==> src/common/rtchw_params.svh <==
`ifndef RTCHW_PARAMS_SVH
`define RTCHW_PARAMS_SVH
// ****************************************
// Register byte offsets
// ****************************************
`define RTCHW_OFF_HOUR      12'h000
`define RTCHW_OFF_WEEKDAY   12'h004
`define RTCHW_OFF_CTRL      12'h008
`define RTCHW_OFF_STATUS    12'h00c
// ****************************************
// Field positions
// ****************************************
`define RTCHW_BIT_BUSY      7
`define RTCHW_BIT_RUN       7
`define RTCHW_BIT_MODE24    6
`define RTCHW_BIT_AFTERNOON 5
`define RTCHW_BIT_CARRY     0
// ****************************************
// Limits and reset values
// ****************************************
`define RTCHW_HOUR_MAX12    8'h11
`define RTCHW_HOUR_MAX24    8'h23
`define RTCHW_WK_MAX        3'h6
`define RTCHW_HOUR_RST      6'h00
`define RTCHW_WK_RST        3'h0
`define RTCHW_BUSY_CYCLES   4'h2
`endif

==> src/common/rtchw_pkg.sv <==
package rtchw_pkg;
    // BCD hour split into tens and units digits
    typedef struct packed {
        logic [1:0] tens;
        logic [3:0] units;
    } rtchw_hour_t;
    // Register bus write request
    typedef struct packed {
        logic        en;
        logic [11:0] addr;
        logic [31:0] data;
    } rtchw_wr_t;
    // Update sequencer states
    typedef enum logic [1:0] {
        RTCHW_IDLE = 2'b00,
        RTCHW_BUSY = 2'b01
    } rtchw_state_t;
endpackage

==> src/core/rtchw_hour_stage.sv <==
`include "rtchw_params.svh"
// Hour counter: BCD, wraps at 11 or 23, emits daily carry
module rtchw_hour_stage (
    input  wire logic                 mclk,
    input  wire logic                 nrst,
    input  wire logic                 step,
    input  wire logic                 mode24,
    input  wire logic                 wr_en,
    input  wire logic [5:0]           wr_data,
    output rtchw_pkg::rtchw_hour_t    hour_reg,
    output logic                      day_carry_reg
);
    logic [7:0] hour_bcd;   // Flat view for limit compare
    logic [7:0] hour_max;   // Selected wrap limit
    assign hour_bcd = {2'h0, hour_reg};
    assign hour_max = mode24 ? `RTCHW_HOUR_MAX24 : `RTCHW_HOUR_MAX12;

    // ****************************************
    // Hour count
    // ****************************************
    always_ff @(posedge mclk or negedge nrst) begin
        if (!nrst) begin
            hour_reg <= `RTCHW_HOUR_RST;
        end else if (wr_en) begin
            // Software write wins over a carry in the same cycle
            hour_reg <= wr_data;
        end else if (step) begin
            if (hour_bcd >= hour_max) begin
                hour_reg <= `RTCHW_HOUR_RST;
            end else if (hour_reg.units >= 4'h9) begin
                hour_reg.units <= 4'h0;
                hour_reg.tens  <= hour_reg.tens + 2'h1;
            end else begin
                hour_reg.units <= hour_reg.units + 4'h1;
            end
        end
    end

    // Daily carry pulse, one cycle
    always_ff @(posedge mclk or negedge nrst) begin
        if (!nrst) begin
            day_carry_reg <= 1'b0;
        end else begin
            day_carry_reg <= step && !wr_en && (hour_bcd >= hour_max);
        end
    end
endmodule

==> src/core/rtchw_week_stage.sv <==
`include "rtchw_params.svh"
// Weekday counter: binary 0..6
module rtchw_week_stage (
    input  wire logic       mclk,
    input  wire logic       nrst,
    input  wire logic       step,
    input  wire logic       wr_en,
    input  wire logic [2:0] wr_data,
    output logic      [2:0] wk_reg
);
    // ****************************************
    // Weekday count
    // ****************************************
    always_ff @(posedge mclk or negedge nrst) begin
        if (!nrst) begin
            wk_reg <= `RTCHW_WK_RST;
        end else if (wr_en) begin
            wk_reg <= wr_data;
        end else if (step) begin
            if (wk_reg >= `RTCHW_WK_MAX) begin
                wk_reg <= 3'h0;
            end else begin
                wk_reg <= wk_reg + 3'h1;
            end
        end
    end
endmodule

==> src/core/rtchw_top.sv <==
// What this block does
// - Hour advances in BCD on minute carry
// - Hour range 00-11 or 00-23 by mode
// - Bit 7 of both registers shows busy
// - Hour bit 6 reads zero
// - Hour tens in bits 5:4, 0-2, RW
// - Hour units in bits 3:0, 0-9, RW
// - Units past 9 bumps tens
// - Weekday advances on daily carry; in 12h mode only on the evening wrap, not the noon one
// - Weekday in bits 2:0, 0-6, RW
// - Weekday binary, Sunday 000 to Saturday 110
// - Weekday bits 6:3 read zero
// - Mode bit 0 is 12h, 1 is 24h
// - Afternoon flag 1 for pm in 12h
// - Counting only while run bit is 1
`include "rtchw_params.svh"
module rtchw_top (
    input  wire logic        mclk,
    input  wire logic        nrst,
    input  wire logic        minute_carry,
    input  wire logic        psel,
    input  wire logic        penable,
    input  wire logic        pwrite,
    input  wire logic [11:0] paddr,
    input  wire logic [31:0] pwdata,
    output logic      [31:0] prdata,
    output logic             pready,
    output logic             pslverr,
    output logic             day_carry_out
);
    // ****************************************
    // Control and status
    // ****************************************
    logic                     run_reg;      // Run control
    logic                     mode24_reg;   // 12/24 select
    logic                     afternoon_flag_reg; // Afternoon flag
    logic                     busy_reg;     // Update in progress
    logic                     carry_seen_reg; // Sticky day carry seen
    logic [3:0]               busy_cnt_reg; // Busy window count
    rtchw_pkg::rtchw_state_t  state_reg;    // Update sequencer
    rtchw_pkg::rtchw_wr_t     wr;           // Decoded write
    logic                     hour_step;    // Gated hourly tick
    logic                     wr_hour;      // Hour register write
    logic                     wr_wk;        // Weekday register write
    rtchw_pkg::rtchw_hour_t   hour_q;       // Hour count
    logic                     day_carry;    // Daily carry pulse
    logic                     day_step;     // Day boundary seen by weekday
    logic [2:0]               wk_q;         // Weekday count
    logic                     access;       // APB access phase
    logic                     mapped;       // Address hits a register
    logic [31:0]              rdata_next;   // Read mux

    assign access = psel && penable;
    assign wr.en = access && pwrite;
    assign wr.addr = paddr;
    assign wr.data = pwdata;
    assign wr_hour = wr.en && (wr.addr == `RTCHW_OFF_HOUR);
    assign wr_wk = wr.en && (wr.addr == `RTCHW_OFF_WEEKDAY);
    // Stopped clock ignores carries entirely
    assign hour_step = minute_carry && run_reg;
    // In 12h mode only the evening wrap ends a day; the noon wrap does not
    assign day_step = day_carry && run_reg && (mode24_reg || afternoon_flag_reg);

    // ****************************************
    // Counter stages
    // ****************************************
    rtchw_hour_stage u_hour (
        .mclk          (mclk),
        .nrst          (nrst),
        .step          (hour_step),
        .mode24        (mode24_reg),
        .wr_en         (wr_hour),
        .wr_data       (wr.data[5:0]),
        .hour_reg      (hour_q),
        .day_carry_reg (day_carry)
    );

    rtchw_week_stage u_week (
        .mclk    (mclk),
        .nrst    (nrst),
        .step    (day_step),
        .wr_en   (wr_wk),
        .wr_data (wr.data[2:0]),
        .wk_reg  (wk_q)
    );

    // ****************************************
    // Control register
    // ****************************************
    always_ff @(posedge mclk or negedge nrst) begin
        if (!nrst) begin
            run_reg    <= 1'b0;
            mode24_reg <= 1'b0;
        end else if (wr.en && wr.addr == `RTCHW_OFF_CTRL) begin
            run_reg    <= wr.data[`RTCHW_BIT_RUN];
            mode24_reg <= wr.data[`RTCHW_BIT_MODE24];
        end
    end

    // Afternoon flag toggles on each 12h wrap
    always_ff @(posedge mclk or negedge nrst) begin
        if (!nrst) begin
            afternoon_flag_reg <= 1'b0;
        end else if (wr.en && wr.addr == `RTCHW_OFF_CTRL) begin
            afternoon_flag_reg <= wr.data[`RTCHW_BIT_AFTERNOON];
        end else if (day_carry && !mode24_reg) begin
            // Half-day wrap flips morning/afternoon in 12h mode
            afternoon_flag_reg <= !afternoon_flag_reg;
        end
    end

    // Sticky daily carry seen; set wins over a clearing write
    always_ff @(posedge mclk or negedge nrst) begin
        if (!nrst) begin
            carry_seen_reg <= 1'b0;
        end else if (day_step) begin
            carry_seen_reg <= 1'b1;
        end else if (wr.en && wr.addr == `RTCHW_OFF_STATUS && wr.data[`RTCHW_BIT_CARRY]) begin
            carry_seen_reg <= 1'b0;
        end
    end

    // ****************************************
    // Busy window around each update
    // ****************************************
    // Busy rises with the tick and covers the ripple into weekday
    always_ff @(posedge mclk or negedge nrst) begin
        if (!nrst) begin
            state_reg    <= rtchw_pkg::RTCHW_IDLE;
            busy_reg     <= 1'b0;
            busy_cnt_reg <= 4'h0;
        end else begin
            case (state_reg)
                rtchw_pkg::RTCHW_IDLE: begin
                    if (hour_step) begin
                        state_reg    <= rtchw_pkg::RTCHW_BUSY;
                        busy_reg     <= 1'b1;
                        busy_cnt_reg <= `RTCHW_BUSY_CYCLES;
                    end
                end
                rtchw_pkg::RTCHW_BUSY: begin
                    if (busy_cnt_reg == 4'h0) begin
                        state_reg <= rtchw_pkg::RTCHW_IDLE;
                        busy_reg  <= 1'b0;
                    end else begin
                        busy_cnt_reg <= busy_cnt_reg - 4'h1;
                    end
                end
                default: begin
                    state_reg <= rtchw_pkg::RTCHW_IDLE;
                    busy_reg  <= 1'b0;
                end
            endcase
        end
    end

    // ****************************************
    // APB read side
    // ****************************************
    always_comb begin
        rdata_next = 32'h0000_0000;
        mapped = 1'b1;
        case (paddr)
            `RTCHW_OFF_HOUR:    rdata_next = {24'h0, busy_reg, 1'b0, hour_q};
            `RTCHW_OFF_WEEKDAY: rdata_next = {24'h0, busy_reg, 4'h0, wk_q};
            `RTCHW_OFF_CTRL:    rdata_next = {24'h0, run_reg, mode24_reg, afternoon_flag_reg, 5'h00};
            `RTCHW_OFF_STATUS:  rdata_next = {31'h0, carry_seen_reg};
            default:            mapped = 1'b0;
        endcase
    end

    // No wait state: ready in the first access cycle
    always_ff @(posedge mclk or negedge nrst) begin
        if (!nrst) begin
            pready  <= 1'b0;
            prdata  <= 32'h0000_0000;
            pslverr <= 1'b0;
        end else if (psel && !penable) begin
            pready  <= 1'b1;
            prdata  <= pwrite ? 32'h0000_0000 : rdata_next;
            pslverr <= !mapped;
        end else begin
            pready  <= 1'b0;
            pslverr <= 1'b0;
        end
    end

    // Daily carry exported for later stages
    always_ff @(posedge mclk or negedge nrst) begin
        if (!nrst) begin
            day_carry_out <= 1'b0;
        end else begin
            day_carry_out <= day_step;
        end
    end

    // ****************************************
    // Assertions
    // ****************************************
    property p_hour_wrap;
        @(posedge mclk) disable iff (!nrst)
        (hour_step && !wr_hour && !mode24_reg && hour_q == 6'h11) |=> (hour_q == 6'h00 && day_carry);
    endproperty
    a_hour_wrap: assert property (p_hour_wrap) else $error("Hour did not wrap at 11");

    property p_hour_wrap24;
        @(posedge mclk) disable iff (!nrst)
        (hour_step && !wr_hour && mode24_reg && hour_q == 6'h23) |=> (hour_q == 6'h00);
    endproperty
    a_hour_wrap24: assert property (p_hour_wrap24) else $error("Hour did not wrap at 23");

    property p_units_roll;
        @(posedge mclk) disable iff (!nrst)
        (hour_step && !wr_hour && hour_q == 6'h09) |=> (hour_q == 6'h10);
    endproperty
    a_units_roll: assert property (p_units_roll) else $error("Units did not carry into tens");

    property p_hour_inc;
        @(posedge mclk) disable iff (!nrst)
        (hour_step && !wr_hour && hour_q == 6'h04) |=> (hour_q == 6'h05);
    endproperty
    a_hour_inc: assert property (p_hour_inc) else $error("Hour did not advance");

    property p_stopped;
        @(posedge mclk) disable iff (!nrst)
        (!run_reg && !wr_hour) |=> $stable(hour_q);
    endproperty
    a_stopped: assert property (p_stopped) else $error("Hour moved while stopped");

    property p_wk_wrap;
        @(posedge mclk) disable iff (!nrst)
        (day_step && !wr_wk && wk_q == 3'h6) |=> (wk_q == 3'h0);
    endproperty
    a_wk_wrap: assert property (p_wk_wrap) else $error("Weekday did not wrap");

    property p_wk_step;
        @(posedge mclk) disable iff (!nrst)
        (day_step && !wr_wk && wk_q == 3'h2) |=> (wk_q == 3'h3);
    endproperty
    a_wk_step: assert property (p_wk_step) else $error("Weekday did not advance");

    property p_busy;
        @(posedge mclk) disable iff (!nrst)
        (hour_step && state_reg == rtchw_pkg::RTCHW_IDLE) |=> busy_reg [*3] ##1 !busy_reg;
    endproperty
    a_busy: assert property (p_busy) else $error("Busy window wrong");

    property p_afternoon_flip;
        @(posedge mclk) disable iff (!nrst)
        (day_carry && !mode24_reg && !(wr.en && wr.addr == `RTCHW_OFF_CTRL))
            |=> (afternoon_flag_reg != $past(afternoon_flag_reg));
    endproperty
    a_afternoon_flip: assert property (p_afternoon_flip) else $error("Afternoon flag did not flip");

    property p_ready;
        @(posedge mclk) disable iff (!nrst)
        (psel && !penable) |=> pready ##1 !pready;
    endproperty
    a_ready: assert property (p_ready) else $error("APB ready timing wrong");

    // Noon wrap in 12h mode leaves the weekday alone
    property p_noon_hold;
        @(posedge mclk) disable iff (!nrst)
        (day_carry && !mode24_reg && !afternoon_flag_reg && !wr_wk) |=> $stable(wk_q);
    endproperty
    a_noon_hold: assert property (p_noon_hold) else $error("Weekday moved on the noon wrap");

    // Stopped clock also freezes the weekday
    property p_wk_stopped;
        @(posedge mclk) disable iff (!nrst)
        (!run_reg && !wr_wk) |=> $stable(wk_q);
    endproperty
    a_wk_stopped: assert property (p_wk_stopped) else $error("Weekday moved while stopped");

    // Daily carry never lasts two cycles
    property p_day_pulse;
        @(posedge mclk) disable iff (!nrst)
        day_carry |=> !day_carry;
    endproperty
    a_day_pulse: assert property (p_day_pulse) else $error("Daily carry wider than one cycle");

    // Exported carry follows each real day boundary
    property p_day_out;
        @(posedge mclk) disable iff (!nrst)
        day_step |=> day_carry_out;
    endproperty
    a_day_out: assert property (p_day_out) else $error("Daily carry not exported");

    // Software write lands in both hour digits
    property p_hour_write;
        @(posedge mclk) disable iff (!nrst)
        wr_hour |=> ({26'h0, hour_q} == ($past(pwdata) & 32'h0000_003f));
    endproperty
    a_hour_write: assert property (p_hour_write) else $error("Hour write not stored");

    // Software write lands in the weekday field
    property p_wk_write;
        @(posedge mclk) disable iff (!nrst)
        wr_wk |=> ({29'h0, wk_q} == ($past(pwdata) & 32'h0000_0007));
    endproperty
    a_wk_write: assert property (p_wk_write) else $error("Weekday write not stored");

    // Hour read shows the busy flag of its setup cycle
    property p_busy_bit;
        @(posedge mclk) disable iff (!nrst)
        (psel && !penable && !pwrite && paddr == `RTCHW_OFF_HOUR) |=> (prdata[7] == $past(busy_reg));
    endproperty
    a_busy_bit: assert property (p_busy_bit) else $error("Hour read busy bit wrong");

    // Reserved hour bit reads zero
    property p_hour_rsv;
        @(posedge mclk) disable iff (!nrst)
        (psel && !penable && !pwrite && paddr == `RTCHW_OFF_HOUR) |=> (prdata[6] == 1'b0);
    endproperty
    a_hour_rsv: assert property (p_hour_rsv) else $error("Hour reserved bit not zero");

    // Reserved weekday bits read zero, busy shown on top
    property p_wk_rsv;
        @(posedge mclk) disable iff (!nrst)
        (psel && !penable && !pwrite && paddr == `RTCHW_OFF_WEEKDAY)
            |=> (prdata[6:3] == 4'h0 && prdata[7] == $past(busy_reg));
    endproperty
    a_wk_rsv: assert property (p_wk_rsv) else $error("Weekday reserved bits wrong");

    // Only the low byte of any word carries data
    property p_rd_upper;
        @(posedge mclk) disable iff (!nrst)
        (psel && !penable && !pwrite) |=> (prdata[31:8] == 24'h0);
    endproperty
    a_rd_upper: assert property (p_rd_upper) else $error("Read data upper bits not zero");

    // Unmapped place answers with an error
    property p_err;
        @(posedge mclk) disable iff (!nrst)
        (psel && !penable && !mapped) |=> (pslverr && pready);
    endproperty
    a_err: assert property (p_err) else $error("Unmapped access not refused");

    // ****************************************
    // Cover points
    // ****************************************
    c_wrap12: cover property (@(posedge mclk) disable iff (!nrst) day_carry && !mode24_reg);
    c_wrap24: cover property (@(posedge mclk) disable iff (!nrst) day_carry && mode24_reg);
    c_wk_wrap: cover property (@(posedge mclk) disable iff (!nrst) day_step && wk_q == 3'h6);
    c_noon: cover property (@(posedge mclk) disable iff (!nrst) day_carry && !day_step);
endmodule

==> config.mk <==
export PLATFORM = sky130hd
export DESIGN_NAME = rtchw_top
export DESIGN_NICKNAME = d
export VERILOG_FILES = /design/src/common/rtchw_pkg.sv /design/src/core/rtchw_hour_stage.sv /design/src/core/rtchw_week_stage.sv /design/src/core/rtchw_top.sv
export VERILOG_INCLUDE_DIRS = /design/src /design/src/common
export SDC_FILE = /design/constraint.sdc
export NUM_CORES = 1
export LEC_CHECK = 0
export BUFFER_PORTS_ARGS = -buffer_cell sky130_fd_sc_hd__buf_4
export CELL_PAD_IN_SITES_DETAIL_PLACEMENT = 1
export CELL_PAD_IN_SITES_GLOBAL_PLACEMENT = 1
export CORE_ASPECT_RATIO = 0.9
export CORE_MARGIN = 5
export CORE_UTILIZATION = 34
export DETAILED_ROUTE_END_ITERATION = 10
export PLACE_DENSITY = 0.86
export SLEW_MARGIN = 10
export SYNTH_ARGS = -nofsm -noshare
export SYNTH_HDL_FRONTEND = slang
export SYNTH_SLANG_ARGS = --single-unit
export TNS_END_PERCENT = 50
==> constraint.sdc <==
create_clock -name mclk -period 2.2 [get_ports mclk]
set_input_delay 0.55 -clock mclk [delete_from_list [all_inputs] [get_ports mclk]]
set_output_delay 0.55 -clock mclk [all_outputs]
set_load 0.02 [all_outputs]
==> flow_summary.yaml <==
routing:
  drtAntennaViolNets: 0
  dr.pass1.iters: 4
  routed_wl_um: 4920
  routedWlPerCell_um: 16.1
  vias_per_cell: 5.00
  drt-initial-drc-count: 39
  vias: 1525
  drc: 0
clocking:
  cts_root_buffer: "clkbuf_8"
  cts_resized: 0
  cts_buffers: 5
  cts_tree: "built"
  ctsHoldBuffers: 0
  cts_buffer_depth: 2
  cts_setup_buffers: 0
  clock_latency_ps: 280
  htreeDepth: 2
  cts.sinks: 30
  clk_pin_slew_ps: 70
worst_setup_path:
  end_kind: "register"
  crit_arrival_ps: 2220
  crit_chain: "inv_1 > ha_1 > or3b_2 > a21oi_1 > nand4b_1 > nand3_1 > o21a_1"
  start_kind: "register"
  timing.critical_path.buf_inv: 1
  reg2reg_depth: 7
  worstPathRequired_ps: 2430
  worst_path_dominant_cell_family: "simple AND/OR/NAND/NOR gates"
  r2r_start: "u_hour.hour_reg[0]"
  critical_path.max_stage_delay_ps: 500
  critPathSlowestCell: "or3b_2"
  r2r_setup_slack_ps: 210
  crit_fanout: 7
  criticalPathCategory: "register to register"
  r2r-end: "u_hour.hour_reg[2]"
placement:
  gp_congestion: 0.735
  place_hpwl_um: 3800
  placed_area_um2: 2120
  pre_cts_ws_ps: -2.38
  dp_cells: 298
  port_buffers: 36
pwr:
  ir_worst_vdd_v: 0.000224
  p_leak_nw: 1.09
  p_per_area_nw_per_um2: 564
global_routing:
  first_global_vias: 1627
  grtUsageMet1: 0.175
  grt_max_degree: 31
  top_usage_layer: "met2"
  grt_use_total: 0.146
  antenna_found_initial: 0
  met3_usage: 0.0318
  grt_use_met2: 0.259
  grt_pass1_wl_um: 7850
  gr-total-overflow: 0
floorplan:
  die_h_um: 80.2
  rows: 25
  core_area_um2: 5290
  die_area_um2: 7050
  initial_utilization: 0.352
  dieWidth_um: 88.0
  ioPinCount: 85
sta:
  hold_viol: 0
  fin_worst_skew_ps: 6.77
  finalSetupViolations: 0
  fin_hold_ws_ps: 188
  fin_crit_sh: 0.906
  timing.fmax_mhz: 502
  max_slew_margin: 0.656
  tightest_slew_ps: 513
  fin_crit_ps: 1990
  postLayoutSetupSlackWorst_ps: 207
  rsz0062_at_grt: "no"
  slew_viol_final: 0
synth:
  yosysSeqAreaShare: 0.403
  ys_warn_count: 0
  ys.flop_type: "dfrtp_1"
  async_flop_share: 1.00
  yosys_register_bits: 30
  netlist-cell-type-count: 43
  synth.cell_area_um2: 1860
  syn-instance-count: 198
  avgSynthCellArea_um2: 9.40
  synth_edf_count: 0
cells_and_area:
  diodes: 0
  nFillCells: 630
  fin_cells: 305
  nets: 298
  design_area_um2: 2230
  area_growth_pct: 20.0
  drive_gt1_frac: 0.227
  multi_input_area_um2: 948
  regArea_um2: 751
  post-route-util: 0.422
  largest_reg_flops: 8
run_status:
  run_status: "finished, final reports clean"
worst_hold_path:
  hold_path_class: "input pin to asynchronous set/reset pin"
run:
  max-cap-violations: 0
## how the worst max path moves through the flow
stage	start	to	slack (ps)	depth (start not counted)
2_1_floorplan	paddr[9]	u_week.wk_reg[0]	340	4
3_5_place_dp	paddr[9]	u_hour.hour_reg[5]	-2	6
3_3_place_gp	paddr[9]	u_hour.hour_reg[5]	80	6
5_1_grt	u_hour.hour_reg[1]	u_hour.hour_reg[2]	120	7
4_1_cts	u_hour.hour_reg[0]	u_hour.hour_reg[2]	210	7
6_report	u_hour.hour_reg[0]	u_hour.hour_reg[2]	210	7
## final cells by class
type / instances / share of cell area
multi-input cells: 151 / 0.425
flip-flops and latches: 30 / 0.336
repair buffers: 40 / 0.134
well taps: 67 / 0.0375
clock buffers: 6 / 0.0370
inverters: 10 / 0.0168
clock inverters: 1 / 0.0134
## routing by layer
| metal | up-vias | wire length, um |
|---|---|---|
| met5 | - | 0 |
| met4 | 0 | 48 |
| met3 | 5 | 239 |
| met2 | 41 | 2600 |
| met1 | 759 | 2030 |
| li1 | 720 | - |
## cells in the mapped netlist, drive strengths merged, types with 2 or more instances
| master | number | share of area |
|---|---|---|
| dfrtp | 30 | 0.40 |
| buf | 25 | 0.10 |
| nand2 | 23 | 0.046 |
| o21ai | 17 | 0.046 |
| ha | 10 | 0.067 |
| inv | 10 | 0.020 |
| nor2 | 10 | 0.020 |
| a21oi | 6 | 0.016 |
| nand3 | 6 | 0.016 |
| clkbuf | 5 | 0.010 |
| mux2 | 5 | 0.030 |
| nor4 | 5 | 0.033 |
| mux2i | 3 | 0.016 |
| nor2b | 3 | 0.010 |
| nor3 | 3 | 0.0081 |
| o21a | 3 | 0.012 |
| xnor2 | 3 | 0.014 |
| a22o | 2 | 0.0094 |
| a22oi | 2 | 0.0081 |
| a31oi | 2 | 0.0067 |
| and3 | 2 | 0.0067 |
| nand4b | 2 | 0.0094 |
| o211ai | 2 | 0.0081 |
| o22ai | 2 | 0.0067 |
| or3 | 2 | 0.0067 |
| or3b | 2 | 0.011 |
## power breakdown
group	switching [mW]	internal, mW
combinational	0.0820	0.0421
clock	0.218	0.362
sequential	0.00202	0.554
total	0.302	0.959
## kinds of logic after synthesis
logic type | share of synthesized area
muxes | 0.0464
and+or+nand+nor | 0.190
buffers and inverters | 0.133
xor gates and xnor gates | 0.0188
adders and majority gates | 0.0672
other | 0.00202
AOI/OAI and AO/OA | 0.139
DFF | 0.403
## cell usage in the layout (no fill, tap or decap), types with 2 or more instances in the layout
cell type   n
nor2_1     10
nor4_1      3
mux2i_1     3
a22oi_1     2
nand2_1    23
nand4b_1    2
and3_1      2
nand3_1     6
buf_4      40
a31oi_1     2
o21a_1      3
xnor2_1     3
nor2b_1     3
nor4_4      2
a21oi_1     6
ha_1       10
o22ai_1     2
inv_1      10
o211ai_1    2
mux2_2      2
mux2_1      3
dfrtp_1    30
a22o_1      2
or3_1       2
conb_1     24
nor3_1      3
clkbuf_8    6
o21ai_0    17
## through the flow
step	total power, mW	setup TNS [ps]
finish	1.26	0
global route	1.30	0
CTS	1.27	0
detailed placement	0.690	-2.38
global placement	0.686	0
floorplan	0.660	0
## worst register-to-register path: cells and delay by family (launching register included)
| family | cells | cell delay, ps |
|---|---|---|
| and+or+nand+nor | 3 | 760 |
| DFF | 1 | 450 |
| AOI/OAI and AO/OA | 2 | 440 |
| adders and majority gates | 1 | 170 |
| buffers and inverters | 1 | 110 |
Power figures use the tool's default switching activity.
